===== src/hdl/arc_regs.vh =====
// Register offsets, field positions and reset values of the converter result and clock block
`ifndef ARC_REGS_VH
`define ARC_REGS_VH

// Register offsets
`define ARC_ADDR_STATUS_CONTROL 8'h40
`define ARC_ADDR_RESULT_HIGH 8'h41
`define ARC_ADDR_RESULT_LOW 8'h42
`define ARC_ADDR_CLOCK_CONFIG 8'h43
`define ARC_ADDR_IRQ_STATUS 8'h44
`define ARC_ADDR_IRQ_MASK 8'h45

// Status and control fields
`define ARC_SC_DONE_BIT 7
`define ARC_SC_IRQ_EN_BIT 6
`define ARC_SC_CONT_BIT 5
`define ARC_SC_CHAN_MSB 4
`define ARC_SC_CHAN_LSB 0
`define ARC_SC_RESET 8'h1f
`define ARC_CHAN_POWER_OFF 5'h1f

// Clock configuration fields
`define ARC_CLK_RATIO_MSB 7
`define ARC_CLK_RATIO_LSB 5
`define ARC_CLK_SRC_BIT 4
`define ARC_CLK_FMT_MSB 3
`define ARC_CLK_FMT_LSB 2
`define ARC_CLK_RESET 8'h04

// Result format codes
`define ARC_FMT_TRUNC8 2'h0
`define ARC_FMT_RIGHT 2'h1
`define ARC_FMT_LEFT 2'h2
`define ARC_FMT_LEFT_SIGNED 2'h3

// Interrupt status bits and mask reset
`define ARC_IRQ_DONE_BIT 0
`define ARC_IRQ_LOST_BIT 1
`define ARC_IRQ_MASK_RESET 8'h01

// Prescaler ratio codes
`define ARC_RATIO_DIV16_BIT 2

`endif


===== src/hdl/arc_prescaler.v =====
// Power-of-two prescaler that makes the converter clock tick
`timescale 1ns/1ps
`include "arc_regs.vh"

module arc_prescaler (
   // Clock, reset, enable
   input wire clk_sys,
   input wire rst,
   input wire ce,
   // Source ticks and ratio
   input wire src_tick,
   input wire [2:0] ratio,
   // Divided tick
   output reg div_tick
);

   reg [3:0] count;

   // Terminal count for the ratio; top bit set forces divide by 16
   function [3:0] term_count;
      input [2:0] r;
      begin
         if (r[`ARC_RATIO_DIV16_BIT]) begin
            term_count = 4'hf;
         end else begin
            term_count = (4'h1 << r[1:0]) - 4'h1;
         end
      end
   endfunction

   // Count source ticks; a ratio decrease mid-count just ends the count early
   always @(posedge clk_sys) begin
      if (rst) begin
         count <= 4'h0;
         div_tick <= 1'b0;
      end else if (ce) begin
         div_tick <= 1'b0;
         if (src_tick) begin
            if (count >= term_count(ratio)) begin
               count <= 4'h0;
               div_tick <= 1'b1;
            end else begin
               count <= count + 4'h1;
            end
         end
      end
   end

endmodule // arc_prescaler


===== src/hdl/arc_top.v =====
// Result formatting, read interlock, conversion control and converter clock for a 10-bit converter
//
// Added by the designer: the address-and-strobe port.
`timescale 1ns/1ps
`include "arc_regs.vh"

// Notes on behaviour
// - Left-aligned format puts result bits 9..2 in the high register and bits 1..0 on top of the low register.
// - Right-aligned format puts result bits 9..8 at the bottom of the high register and bits 7..0 in the low.
// - In justified formats a high read freezes the low register until it is read, dropping results meanwhile.
// - Each finished conversion reloads the result registers unless the read interlock holds them.
// - Truncation format loads result bits 9..2 into the low register with no interlock at all.
// - The 3-bit prescale ratio divides by 1, 2, 4, 8, or by 16 whenever its top bit is set.
// - The source select takes the bus clock when 1 and the crystal clock when 0, crystal after reset.
// - The two-bit format field picks truncation, right, left or left signed for codes 0 to 3.
// - Reset returns the format field to right-aligned.
// - With the interrupt off, the done flag sets at each conversion end and stays until a result read.
// - With the interrupt on, conversion end raises it and a result read or control write drops it.
// - Any write of the status and control register aborts the running conversion and starts anew, except with the power-off channel code.
// - Continuous mode converts again after each end; otherwise exactly one conversion runs.
module arc_top (
   // Clock, reset, enable
   input wire clk_sys,
   input wire rst,
   input wire ce,
   // Register port
   input wire [7:0] reg_addr,
   input wire [7:0] reg_wdata,
   input wire reg_wr,
   input wire reg_rd,
   output reg [7:0] reg_rdata,
   // Crystal clock pin, sampled as a level
   input wire crystal_clock,
   // Converter core
   input wire conv_done,
   input wire [9:0] conv_data,
   output reg conv_start,
   output reg conv_clk_tick,
   output reg [4:0] channel_select,
   // Interrupt
   output reg irq
);

   ////////////////////////////////////////////////////////////////////////////
   // Reset images of the writable registers; fields are sliced out below
   localparam [7:0] CLK_RESET = `ARC_CLK_RESET;
   localparam [7:0] SC_RESET = `ARC_SC_RESET;
   localparam [7:0] MASK_RESET = `ARC_IRQ_MASK_RESET;

   ////////////////////////////////////////////////////////////////////////////
   // State: software-visible control fields
   reg conversion_irq_enable;
   reg continuous_convert;
   reg conversion_done_flag;
   reg [2:0] prescale_ratio;
   reg prescale_source_sel;
   reg [1:0] result_format_sel;
   // Result path and interlock
   reg [7:0] result_high;
   reg [7:0] result_low;
   reg low_hold;
   reg busy;
   // Interrupt events and crystal synchroniser
   reg [1:0] irq_status;
   reg [1:0] irq_mask;
   reg xtal_meta;
   reg xtal_sync;
   reg xtal_last;

   // Derived strobes, ticks and the formatted result
   wire div_tick;
   wire src_tick;
   wire end_of_conv;
   wire wr_sc;
   wire wr_clk;
   wire wr_mask;
   wire rd_high;
   wire rd_low;
   wire rd_irq;
   wire result_read;
   wire justified;
   wire [15:0] formatted;
   wire [1:0] next_irq_status;
   wire [7:0] sc_view;
   reg [7:0] next_rdata;

   ////////////////////////////////////////////////////////////////////////////
   // Decoded strobes
   // Strobes are qualified by address only; ce gates them inside each process
   assign wr_sc = reg_wr && (reg_addr == `ARC_ADDR_STATUS_CONTROL);
   assign wr_clk = reg_wr && (reg_addr == `ARC_ADDR_CLOCK_CONFIG);
   assign wr_mask = reg_wr && (reg_addr == `ARC_ADDR_IRQ_MASK);
   assign rd_high = reg_rd && (reg_addr == `ARC_ADDR_RESULT_HIGH);
   assign rd_low = reg_rd && (reg_addr == `ARC_ADDR_RESULT_LOW);
   assign rd_irq = reg_rd && (reg_addr == `ARC_ADDR_IRQ_STATUS);
   assign result_read = rd_high || rd_low;

   // A done pulse only counts while a conversion is ours to finish
   assign end_of_conv = conv_done && busy;
   assign justified = (result_format_sel != `ARC_FMT_TRUNC8);

   ////////////////////////////////////////////////////////////////////////////
   // Result placement: high byte on top, low byte below
   function [15:0] place_result;
      input [1:0] fmt;
      input [9:0] d;
      begin
         case (fmt)
            `ARC_FMT_TRUNC8: begin
               place_result = {8'h00, d[9:2]};
            end
            `ARC_FMT_RIGHT: begin
               place_result = {6'h00, d[9:8], d[7:0]};
            end
            `ARC_FMT_LEFT: begin
               place_result = {d[9:2], d[1:0], 6'h00};
            end
            default: begin
               place_result = {~d[9], d[8:2], d[1:0], 6'h00};
            end
         endcase
      end
   endfunction

   assign formatted = place_result(result_format_sel, conv_data);

   ////////////////////////////////////////////////////////////////////////////
   // Crystal clock synchroniser; edges taken only past the second stage
   // The first stage may go metastable, so nothing but the second stage reads it
   always @(posedge clk_sys) begin
      if (rst) begin
         xtal_meta <= 1'b0;
         xtal_sync <= 1'b0;
         xtal_last <= 1'b0;
      end else if (ce) begin
         xtal_meta <= crystal_clock;
         xtal_sync <= xtal_meta;
         xtal_last <= xtal_sync;
      end
   end

   // Crystal must be well under half the bus rate to be seen edge by edge
   assign src_tick = prescale_source_sel ? 1'b1 : (xtal_sync && !xtal_last);

   // Divider kept apart so a longer ratio field only touches that module
   arc_prescaler u_prescaler (
      .clk_sys(clk_sys),
      .rst(rst),
      .ce(ce),
      .src_tick(src_tick),
      .ratio(prescale_ratio),
      .div_tick(div_tick)
   );

   ////////////////////////////////////////////////////////////////////////////
   // Clock configuration and status/control fields
   always @(posedge clk_sys) begin
      if (rst) begin
         // Each field takes exactly its own slice of the reset image
         prescale_ratio <= CLK_RESET[`ARC_CLK_RATIO_MSB:`ARC_CLK_RATIO_LSB];
         prescale_source_sel <= CLK_RESET[`ARC_CLK_SRC_BIT];
         result_format_sel <= CLK_RESET[`ARC_CLK_FMT_MSB:`ARC_CLK_FMT_LSB];
         conversion_irq_enable <= SC_RESET[`ARC_SC_IRQ_EN_BIT];
         continuous_convert <= SC_RESET[`ARC_SC_CONT_BIT];
         channel_select <= SC_RESET[`ARC_SC_CHAN_MSB:`ARC_SC_CHAN_LSB];
         irq_mask <= MASK_RESET[1:0];
      end else if (ce) begin
         if (wr_clk) begin
            prescale_ratio <= reg_wdata[`ARC_CLK_RATIO_MSB:`ARC_CLK_RATIO_LSB];
            prescale_source_sel <= reg_wdata[`ARC_CLK_SRC_BIT];
            result_format_sel <= reg_wdata[`ARC_CLK_FMT_MSB:`ARC_CLK_FMT_LSB];
         end
         // The done bit is read only; its written value is ignored
         if (wr_sc) begin
            conversion_irq_enable <= reg_wdata[`ARC_SC_IRQ_EN_BIT];
            continuous_convert <= reg_wdata[`ARC_SC_CONT_BIT];
            channel_select <= reg_wdata[`ARC_SC_CHAN_MSB:`ARC_SC_CHAN_LSB];
         end
         if (wr_mask) begin
            irq_mask <= reg_wdata[1:0];
         end
      end
   end

   ////////////////////////////////////////////////////////////////////////////
   // Conversion sequencing: a control write restarts, continuous re-arms
   // A control write outranks a done pulse in the same cycle for the restart; that result still loads
   always @(posedge clk_sys) begin
      if (rst) begin
         busy <= 1'b0;
         conv_start <= 1'b0;
      end else if (ce) begin
         conv_start <= 1'b0;
         if (wr_sc) begin
            // Power-off channel code leaves the core idle
            if (reg_wdata[`ARC_SC_CHAN_MSB:`ARC_SC_CHAN_LSB] != `ARC_CHAN_POWER_OFF) begin
               busy <= 1'b1;
               conv_start <= 1'b1;
            end else begin
               busy <= 1'b0;
            end
         end else if (end_of_conv) begin
            if (continuous_convert) begin
               conv_start <= 1'b1;
            end else begin
               busy <= 1'b0;
            end
         end
      end
   end

   ////////////////////////////////////////////////////////////////////////////
   // Result registers and the high/low read interlock
   // Both halves are held; a high byte pairs with a newer low byte only when a result loads in the cycle of the high read
   // Limitation: a high read never followed by a low read stalls all updates
   always @(posedge clk_sys) begin
      if (rst) begin
         result_high <= 8'h00;
         result_low <= 8'h00;
         low_hold <= 1'b0;
      end else if (ce) begin
         if (end_of_conv && !low_hold) begin
            result_high <= formatted[15:8];
            result_low <= formatted[7:0];
         end
         // Low read releases; a high read in the same justified mode grabs
         if (rd_high && justified) begin
            low_hold <= 1'b1;
         end else if (rd_low || !justified) begin
            low_hold <= 1'b0;
         end
      end
   end

   ////////////////////////////////////////////////////////////////////////////
   // Done flag: polled mode only; set wins over a same-cycle read
   // Interrupt mode keeps the flag at zero; software then follows the line
   always @(posedge clk_sys) begin
      if (rst) begin
         conversion_done_flag <= 1'b0;
      end else if (ce) begin
         if (end_of_conv && !conversion_irq_enable) begin
            conversion_done_flag <= 1'b1;
         end else if (result_read || conversion_irq_enable) begin
            conversion_done_flag <= 1'b0;
         end
      end
   end

   ////////////////////////////////////////////////////////////////////////////
   // Sticky events: done (interrupt mode) and a result lost to the interlock
   assign next_irq_status[`ARC_IRQ_DONE_BIT] =
      (end_of_conv && conversion_irq_enable) ||
      (irq_status[`ARC_IRQ_DONE_BIT] && !rd_irq && !result_read && !wr_sc);
   assign next_irq_status[`ARC_IRQ_LOST_BIT] =
      (end_of_conv && low_hold) || (irq_status[`ARC_IRQ_LOST_BIT] && !rd_irq);

   // Line follows the next status so it rises in the same cycle as the sticky bit
   always @(posedge clk_sys) begin
      if (rst) begin
         irq_status <= 2'h0;
         irq <= 1'b0;
      end else if (ce) begin
         irq_status <= next_irq_status;
         irq <= |(next_irq_status & irq_mask);
      end
   end

   ////////////////////////////////////////////////////////////////////////////
   // Read data, one cycle after the strobe; unmapped reads give zero
   assign sc_view = {conversion_done_flag, conversion_irq_enable, continuous_convert, channel_select};

   // Reads have no side effect in this mux; the clearing strobes are decoded above
   always @* begin
      next_rdata = 8'h00;
      if (reg_addr == `ARC_ADDR_STATUS_CONTROL) begin
         next_rdata = sc_view;
      end else if (reg_addr == `ARC_ADDR_RESULT_HIGH) begin
         next_rdata = result_high;
      end else if (reg_addr == `ARC_ADDR_RESULT_LOW) begin
         next_rdata = result_low;
      end else if (reg_addr == `ARC_ADDR_CLOCK_CONFIG) begin
         next_rdata = {prescale_ratio, prescale_source_sel, result_format_sel, 2'h0};
      end else if (reg_addr == `ARC_ADDR_IRQ_STATUS) begin
         next_rdata = {6'h00, irq_status};
      end else if (reg_addr == `ARC_ADDR_IRQ_MASK) begin
         next_rdata = {6'h00, irq_mask};
      end
   end

   // Read data stands one cycle only; the converter tick is retimed to a flop
   always @(posedge clk_sys) begin
      if (rst) begin
         reg_rdata <= 8'h00;
         conv_clk_tick <= 1'b0;
      end else if (ce) begin
         reg_rdata <= reg_rd ? next_rdata : 8'h00;
         conv_clk_tick <= div_tick;
      end
   end

endmodule // arc_top

===== config.mk =====
export PLATFORM = sky130hd
export DESIGN_NAME = arc_top
export DESIGN_NICKNAME = d
export VERILOG_FILES = /design/src/hdl/arc_prescaler.v /design/src/hdl/arc_top.v
export VERILOG_INCLUDE_DIRS = /design/src /design/src/hdl
export SDC_FILE = /design/constraint.sdc
export NUM_CORES = 1
export LEC_CHECK = 0
export BUFFER_PORTS_ARGS = -buffer_cell sky130_fd_sc_hd__buf_2
export CAP_MARGIN = 5
export CELL_PAD_IN_SITES_DETAIL_PLACEMENT = 1
export CELL_PAD_IN_SITES_GLOBAL_PLACEMENT = 1
export CORE_MARGIN = 10
export CORE_UTILIZATION = 28
export CTS_CLUSTER_DIAMETER = 80
export DETAILED_ROUTE_END_ITERATION = 7
export PLACE_DENSITY_LB_ADDON = 0.1
export SETUP_SLACK_MARGIN = 0.3
export SYNTH_ARGS = -nofsm -noshare
export SYNTH_HDL_FRONTEND = slang
export SYNTH_SLANG_ARGS = --single-unit

===== constraint.sdc =====
create_clock -name clk_sys -period 2.5 [get_ports clk_sys]
set_clock_uncertainty 0.15 [all_clocks]
set_input_delay 0.25 -clock clk_sys [delete_from_list [all_inputs] [get_ports clk_sys]]
set_output_delay 0.25 -clock clk_sys [all_outputs]
set_load 0.005 [all_outputs]

# Word level (Yosys, flattened, before mapping)
# Cells that the tools add are included.
[classes]
n_bitwise = 2
eq_ne = 10
mux = 27
n_addsub = 2
shifts = 1
order_cmp = 1
reduce_logical = 43
[op_table]
columns = ["operator", "count"]
rows = [
  ["$eq A8 B7 Y1 const B", 6],
  ["$pmux W16 S3", 1],
  ["$mux W8", 5],
  ["$mux W4", 5],
  ["$logic_and A1 B1 Y1", 17],
  ["$mux W1", 14],
  ["$reduce_and A2 Y1", 7],
  ["$reduce_bool A2 Y1", 4],
  ["$logic_not A1 Y1", 7],
  ["$logic_or A1 B1 Y1", 5],
  ["$ne A5 B5 Y1 const B", 1],
  ["$add A4 B1 Y4 const B", 1],
  ["$ge A4 B4 Y1", 1],
  ["$mux W2", 2],
  ["$shl A1 B2 Y4 const A", 1],
  ["$sub A4 B1 Y4 const B", 1],
  ["$reduce_and A3 Y1", 1],
  ["$and A2 B2 Y2", 1],
  ["$eq A2 B1 Y1 const B", 1],
  ["$eq A2 B2 Y1 const B", 1],
  ["$logic_not A2 Y1", 1],
  ["$ne A2 B1 Y1 const B", 1],
  ["$reduce_or A2 Y1", 1],
  ["$not A1 Y1", 1],
]
[word_totals]
out_inout_bits = 16
input_bits = 33
regBits = 55
word_cells = 108

# Depth between registers and ports, before layout
# Gate-level depths: netlist of the first run.
[depth]
depth_word = 9
depth_mapped = 8
depth_no_buf = 7

# Hierarchy
# Synthesis of the first run repeated with hierarchy kept, for this count alone.
[unflattened]
cells_unflattened = 326
area_unflattened_um2 = 2782.7
[by_module_without_submodules]
columns = ["module", "cells_each", "instances", "area_each_um2", "seq_area_each_um2"]
rows = [
  ["arc_top", 285, 1, 2423.6, 1001.0],
  ["arc_prescaler", 41, 1, 359.1, 100.1],
]

# Worst setup path after synthesis of the first run
# Ideal clock, no wire load.
[synth_path]
kind = "flip-flop to flip-flop"
from = "register prescale_ratio[0]"
to = "register u_prescaler.count[0]"
t_arrival_ps = 1653
stages_incl_launch_ff = 8
synth_period_minus_slack_ps = 1869
n_path_buf = 0
slack_ps = 631
setup_time_ps = 65
t_required_ps = 2285
cell_sequence = "dfxtp_1 > or3_1 > ha_1 > nand2b_1 > a21o_1 > a21oi_1 > o21ai_0 > nor2_1"
[synth_between]
elab_chain_len = 8
[synth_rtl]
columns = ["item", "line", "source"]
rows = [
  ["from (decl)", "arc_top.v:55", "reg [2:0] prescale_ratio;"],
  ["from (signal assigned)", "arc_top.v:160", "prescale_ratio <= CLK_RESET[`ARC_CLK_RATIO_MSB:`ARC_CLK_RATIO_LSB];"],
  ["from (signal assigned)", "arc_top.v:169", "prescale_ratio <= reg_wdata[`ARC_CLK_RATIO_MSB:`ARC_CLK_RATIO_LSB];"],
  ["$shl A1 B2 Y4", "arc_prescaler.v:26", "term_count = (4'h1 << r[1:0]) - 4'h1;"],
  ["$sub A4 B1 Y4", "arc_prescaler.v:26", ""],
  ["$mux W4", "arc_prescaler.v:23", "if (r[`ARC_RATIO_DIV16_BIT]) begin"],
  ["$mux W4", "arc_prescaler.v:38", "if (src_tick) begin"],
  ["$mux W4", "arc_prescaler.v:36", "end else if (ce) begin"],
  ["$mux W4", "arc_prescaler.v:33", "if (rst) begin"],
  ["$ge A4 B4 Y1", "arc_prescaler.v:39", "if (count >= term_count(ratio)) begin"],
  ["$mux W4", "arc_prescaler.v:39", ""],
  ["to (signal assigned)", "arc_prescaler.v:43", "count <= count + 4'h1;"],
  ["to (decl)", "arc_prescaler.v:17", "reg [3:0] count;"],
]
# No other way between the ends. The select of a mux whose other input is x is not followed.
# A chain may end at the register's enable or synchronous reset.

# Final worst setup path of the first run
[layout_path]
from = "register prescale_ratio[0]"
to = "register u_prescaler.count[2]"
# Same word-level chain as after synthesis.

==> results of run 1 <==
final timing paths:
kind / to / cells past startpoint
hold reg to reg: reg_rdata[5] / 2
setup reg to reg: u_prescaler.count[2] / 7
setup / recovery: u_prescaler.count[2] / 7
hold / removal: xtal_meta / 3
critical path, cell delays in order, from the launching register on:
cell and delay (ps):
dfxtp_1 340, or3_1 370, ha_1 290, nand2b_1 140, a21o_1 170, a21oi_1 180, o21ai_1 170, nor2_1 130
cell type report:
class                      count  area (um^2)  share of cell area (%)
clock buffer                   6         72.6                    2.27
clock inverter                 2         60.1                    1.88
inverter                       7         26.3                   0.821
multi-input combinational    228         1470                    46.0
sequential                    55         1100                    34.4
tap                          129          161                    5.04
timing repair buffer          57          308                    9.61
power breakdown:
group          internal, W  total (W)  switching (W)  leakage (nW)
registers         0.000879   0.000881     0.00000227         0.443
logic            0.0000498   0.000132      0.0000819         0.788
clock network     0.000401   0.000700       0.000299        0.0654
flip-flops by register name (all words and copies together) (netlist names), 2 cells and up:
register           flops
channel_select         5
irq_mask               2
irq_status             2
prescale_ratio         3
reg_rdata              8
result_format_sel      2
result_high            8
result_low             8
u_prescaler.count      4
cell usage in the layout, fill, tap and decap left out, types with 5 or more instances in the layout:
cell / n
nor3_1: 8
clkbuf_8: 5
dfxtp_1: 55
nand3_1: 8
nand2_1: 41
nor2_1: 29
ha_1: 5
inv_1: 6
buf_2: 48
buf_4: 9
mux2i_1: 37
nand2b_1: 8
a21oi_1: 26
o21ai_0: 12
o221ai_1: 6
cell usage after synthesis, types with 2 or more instances:
library cell,count,share of area [%]
o21ai_0,13,2.4
and3_1,2,0.47
xor2_1,3,0.98
or2_2,3,0.70
nor2b_1,3,0.70
nor2_1,29,4.1
a31oi_1,2,0.47
nor3_1,8,1.5
inv_1,6,0.84
clkbuf_1,14,2.0
nand3b_1,2,0.56
nand2b_1,8,1.9
ha_1,5,2.3
a211oi_1,2,0.56
a21oi_1,26,4.9
o31ai_1,2,0.56
mux2i_1,37,14
nand3_1,8,1.5
dfxtp_1,55,41
nand2_1,41,5.8
o22ai_1,3,0.70
a32o_1,2,0.75
buf_1,3,0.42
a221oi_1,3,0.98
o221ai_1,6,2.0
logic make-up (layout without fill, tap and decap cells):
kind of cell / after synthesis / in the layout
AND/OR/NAND/NOR: 114 / 114
flip-flops: 55 / 55
buffers and inverters: 25 / 72
adder cells (fa/ha/maj): 5 / 5
XOR/XNOR: 4 / 4
multiplexers: 37 / 37
AO/OA/AOI/OAI: 68 / 68
routing by layer:
metal	up-vias	GRT usage (%)	wire (um)
met5	-	0	0
met4	0	2.55	52
met3	4	2.93	346
met2	38	18.6	3780
met1	1137	15.7	4100
li1	1181	-	-
through the flow:
stage | worst slack, ps | instance area (um^2) | cells | util [%] | total power, W
detailed placement | 423 | 3070 | 476 | 33.2 | 0.00103
global route | 360 | 3200 | 484 | 34.7 | 0.00179
finish | 507 | 3200 | 484 | 34.7 | 0.00171
CTS | 410 | 3200 | 484 | 34.7 | 0.00174
global placement | 488 | 3070 | 476 | 33.2 | 0.00103
floorplan | 631 | 2670 | 308 | - | 0.000968
repair_timing:
action                                 in CTS  in global routing
buffers inserted                            0                  0
gates resized for setup                     0                  1
endpoints found under the hold margin       0                  0
setup endpoints to repair                   0                  3
==> summary.txt, run 1 <==
Clock tree
  • TritonCTS clock tree: yes
  • CTS Buffer Depth: 2
  • Hold Buf Count CTS: 0
  • Root buf cell: clkbuf_8
  • Sink Count: 55
  • CTS Buf Count: 5
  • Worst-path clk slew: 100 ps
  • Clk Latency, worst-skew pair: 310 ps
  • Htree depth: 2

STA
  • Final min period: 1990 ps
  • Max-slew headroom: 55.2%
  • Hold Worst Slack: 31.6 ps
  • Final worst-path cycle share: 79.7%
  • Setup Viol. Count Final: 0
  • Setup_tns: 0 ps
  • Fmax achieved: 502 MHz
  • Final Max Slew Viols: 0
  • Tightest Pin Transition: 671 ps
  • Final hold violation count: 0
  • RSZ-0062 raised after global routing: false

Die
  • Initial Utilization: 28.9%
  • Cell Rows: 35
  • Total I/O pin count: 49
  • Die Span X: 118 um
  • Chip height: 118 um
  • Core ar.: 9240 um^2
  • Full die area: 13,800 um^2

Global routing
  • Vias in the first global route: 2,417
  • Pin count of the biggest net entering global routing: 25
  • GRT Total Usage: 11.7%
  • Grt total ovfl: 0
  • First-pass GRT wire length: 13.4 mm
  • Initial antenna violation count: 0

Setup path
  • Worst Setup SP: prescale_ratio[0]
  • Reg2reg start: prescale_ratio[0]
  • Crit. End Element: flop
  • Critical path class: reg -> reg
  • Reg2reg setup slack: 510 ps
  • Critical Path Fanout Max: 4
  • CP required: 2600 ps
  • CP arrival: 2090 ps
  • CP Launch Type: flop

Detailed routing
  • DRC viols: 0
  • Initial drt markers: 70
  • Via count: 2,360
  • Post-route ant nets: 0
  • Via density: 4.88
  • Drt pass-1 iters: 4
  • Routed len/inst: 17.1 um
  • Drt total wl: 8.28 mm

Min path
  • Hold Crit Class: in -> reg
  • Hold path startpoint: crystal_clock

Cells and area
  • # diodes: 0
  • Layout cells sized above 1: 20.6%
  • Nets: 392
  • Layout area overhead: 20.0%
  • Fillers: 1,096

Logic synthesis
  • Yosys reg bits: 55
  • Post-synthesis sequential area ratio: 41.3%
  • Post-synth EDFFs: 0
  • Post-Synth Adder-Cell Area: 2.34%
  • Largest family of logic cells by synthesized area: simple AND/OR/NAND/NOR gates
  • Post-Synth XOR/XNOR Area: 1.31%
  • Cells after Synth: 308
  • Primary FF master, synth: dfxtp_1
  • Async S/R FF share, synth: 0%
  • Synth warn: 0
  • Post-Synth Simple-Gate Area: 21.6%
  • Synth Area in Compound Gates: 16.1%
  • Syn_area_per_cell: 8.66 um^2
  • Synth cell types: 47
  • Post-synthesis mux area share: 13.9%
  • Mapped Area: 2670 um^2
  • Syn_nets: 346

Flow run
  • Max-cap violation count: 0

Power and ir drop
  • Power Dens Cells: 535 nW/um^2
  • Max rail drop VDD: 0.197 mV
  • P_leak: 1.30 nW

Run status
  • Outcome: finished, final reports clean

Place
  • Detail Placement HPWL: 6.38 mm
  • Port bufs: 48
  • GP Congestion: 0.750
Note: power is estimated with default switching activity, not from simulation.
==> run 2: changes to the inputs <==
Clock period 2.5 ns to 1.8 ns, I/O delays scaled along.
==> run 2 against run 1 <==
Net effect: the run now ends with negative setup slack left; setup slack got worse by 550 ps; total power rose by 40%; count of clock-buffer cells in the layout unchanged; utilization up 3.3 points; combinational power up 56%.
==> summary.txt, run 2 (synthesis results as in run 1) <==
Die
  • Initial Utilization: 28.9% (unchanged)
  • Core ar.: 9240 um^2 (unchanged)
  • Full die area: 13,800 um^2 (unchanged)
  • Die Span X: 118 um (unchanged)
  • Cell Rows: 35 (unchanged)
  • Total I/O pin count: 49 (unchanged)
  • Chip height: 118 um (unchanged)

Power and ir drop
  • Sequential power share: 51.0% (was 51.4%)
  • Pint: 0.00187 W (was 0.00133 W)
  • Clock power share: 40.4% (was 40.9%)
  • Switching share of power: 22.1% (was 22.4%)
  • Psw: 0.000530 W (was 0.000384 W)
  • Power Dens Cells: 684 nW/um^2 (was 535 nW/um^2)
  • P_leak: 1.45 nW (was 1.30 nW)
  • Max rail drop VDD: 0.255 mV (was 0.197 mV)
  • Comb pwr share: 8.6% (was 7.7%)

Detailed routing
  • Post-route ant nets: 0 (unchanged)
  • Metal3 WL: 319 um (was 346 um)
  • Routed len/inst: 16.6 um (was 17.1 um)
  • Highest metal used: met4 (unchanged)
  • Via density: 4.78 (was 4.88)
  • Drt pass-1 iters: 4 (unchanged)
  • Initial drt markers: 69 (was 70)
  • Drt total wl: 8.39 mm (was 8.28 mm)
  • Met1 WL: 4.11 mm (was 4.10 mm)
  • Met2 wire len: 3.90 mm (was 3.78 mm)
  • DRC viols: 0 (unchanged)
  • Via count: 2,422 (was 2,360)

Run status
  • Violated checks: negative setup slack
  • Outcome: complete, but fails checks (was finished, final reports clean)

Flow run
  • Max-cap violation count: 0 (unchanged)

STA
  • PnR worst setup slack: -44.5 ps (was 507 ps)
  • Setup_tns: -65.4 ps (was 0 ps)
  • Final worst-path cycle share: 102% (was 79.7%)
  • Final Max Slew Viols: 0 (unchanged)
  • Max-slew headroom: 66.5% (was 55.2%)
  • Setup Viol. Count Final: 3 (was 0)
  • RSZ-0062 raised after global routing: true (was false)
  • Final min period: 1840 ps (was 1990 ps)
  • Final hold violation count: 0 (unchanged)
  • Tightest Pin Transition: 501 ps (was 671 ps)
  • Fmax achieved: 542 MHz (was 502 MHz)

Clock tree
  • Sink Count: 55 (unchanged)
  • Clk Latency, worst-skew pair: 310 ps (about the same)
  • Htree depth: 2 (unchanged)
  • Worst-path clk slew: 100 ps (about the same)
  • CTS Buffer Depth: 2 (unchanged)
  • CTS Buf Count: 5 (unchanged)
  • Root buf cell: clkbuf_8 (unchanged)
  • TritonCTS clock tree: yes (unchanged)

Cells and area
  • Layout cells sized above 1: 26.5% (was 20.6%)
  • Sequential Area: 1100 um^2 (about the same)
  • Nets: 415 (was 392)
  • # diodes: 0 (unchanged)
  • Layout area overhead: 31.3% (was 20.0%)
  • Biggest regs: reg_rdata x8, result_high x8, result_low x8 (unchanged)
  • Most frequent cells in the layout: 52 x dfxtp_1, 46 x buf_2, 41 x nand2_1, 36 x mux2i_1, 29 x nor2_1 (was 55 x dfxtp_1, 48 x buf_2, 41 x nand2_1, 37 x mux2i_1, 29 x nor2_1)
  • Final core occ: 37.9% (was 34.7%)
  • Fillers: 1,101 (was 1,096)
  • Commonest non-fill, non-tap cell in the layout: dfxtp_1 (unchanged)
  • Area of the multi-input gates: 1530 um^2 (was 1470 um^2)

Setup path
  • Crit path largest cell delay: 360 ps (was 370 ps)
  • Critical Path Fanout Max: 2 (was 4)
  • Crit-path slowest cell: or3_1 (unchanged)
  • CP top delay family: compound AO/OA/AOI/OAI gates (was simple AND/OR/NAND/NOR gates)
  • CP Cell Sequence: or3_1, ha_1, nand2b_4, a21o_1, a21oi_2, o21ai_1, o211a_1 (was or3_1, ha_1, nand2b_1, a21o_1, a21oi_1, o21ai_1, nor2_1)
  • Crit. End Element: flop (unchanged)
  • CP Launch Type: flop (unchanged)
  • CP required: 1870 ps (was 2600 ps)
  • CP arrival: 1910 ps (was 2090 ps)
  • Critical path class: reg -> reg (unchanged)
  • Worst Path Buf+Inv: 0 (unchanged)

Place
  • GP Congestion: 0.751 (was 0.750)
  • Detail Placement HPWL: 6.70 mm (was 6.38 mm)
  • Port bufs: 48 (unchanged)

Global routing
  • Grt total ovfl: 0 (unchanged)
  • GRT Total Usage: 12.2% (was 11.7%)
  • First-pass GRT wire length: 13.8 mm (was 13.4 mm)
  • Vias in the first global route: 2,536 (was 2,417)
  • Initial antenna violation count: 0 (unchanged)
  • Pin count of the biggest net entering global routing: 21 (was 25)

Min path
  • Hold Crit Class: in -> reg (unchanged)
## run 2: worst paths after layout
kind	startpoint	end	slack, ps	cells past startpoint
setup / recovery	prescale_ratio[1]	u_prescaler.div_tick	-40	7
hold / removal	reg_wdata[3]	channel_select[3]	10	3
setup reg to reg	prescale_ratio[1]	u_prescaler.div_tick	-40	7
hold reg to reg	reg_rdata[6]	reg_rdata[6]	300	2
## run 2: per-stage QoR
step	instances	setup slack [ps]	power, W	area, um^2	hold WS [ps]
after floorplan	308	24.7	0.00135	2700	150
after global placement	491	-41.1	0.00144	3230	269
after detailed placement	491	-71.2	0.00144	3230	276
after CTS	507	-66.4	0.00244	3450	3.33
after global routing	507	-142	0.00251	3500	3.57
final	507	-44.5	0.00240	3500	11.5
## run 2: worst min-delay path, stage by stage
cell and delay [ps]:
buf_2 130, mux2i_1 80, nand2_1 50
## run 2: final cells by class
class,instances,share of cell area (%)
clock buffer,6,2.07
clock inverter,2,1.71
inverter,7,0.750
multi-input combinational,228,43.8
sequential,55,31.5
tap,129,4.61
timing repair buffer,80,15.6
## run 2: timing repair
| item | CTS | global route |
|---|---|---|
| endpoints found under the setup margin | 5 | 22 |
| pin swaps | 5 | 3 |
| gates resized for setup | 1 | 18 |
| buffers inserted | 0 | 0 |
| hold buffers | 8 | 0 |
| endpoints found under the hold margin | 11 | 0 |
## run 2: power groups by stage
stage | Combinational (W) | Sequential, W | Clock [W]
6_report | 0.000206 | 0.00122 | 0.000968
5_1_grt | 0.000228 | 0.00122 | 0.00106
4_1_cts | 0.000203 | 0.00122 | 0.00101
3_5_place_dp | 0.000189 | 0.00125 | 0
3_3_place_gp | 0.000189 | 0.00125 | 0
2_1_floorplan | 0.0000971 | 0.00125 | 0
## run 2: per-layer routing
metal,global-route usage (%),vias up
met1,15.8,1150
met3,2.78,5
met4,3.01,0
li1,-,1229
met5,0,-
met2,19.9,38
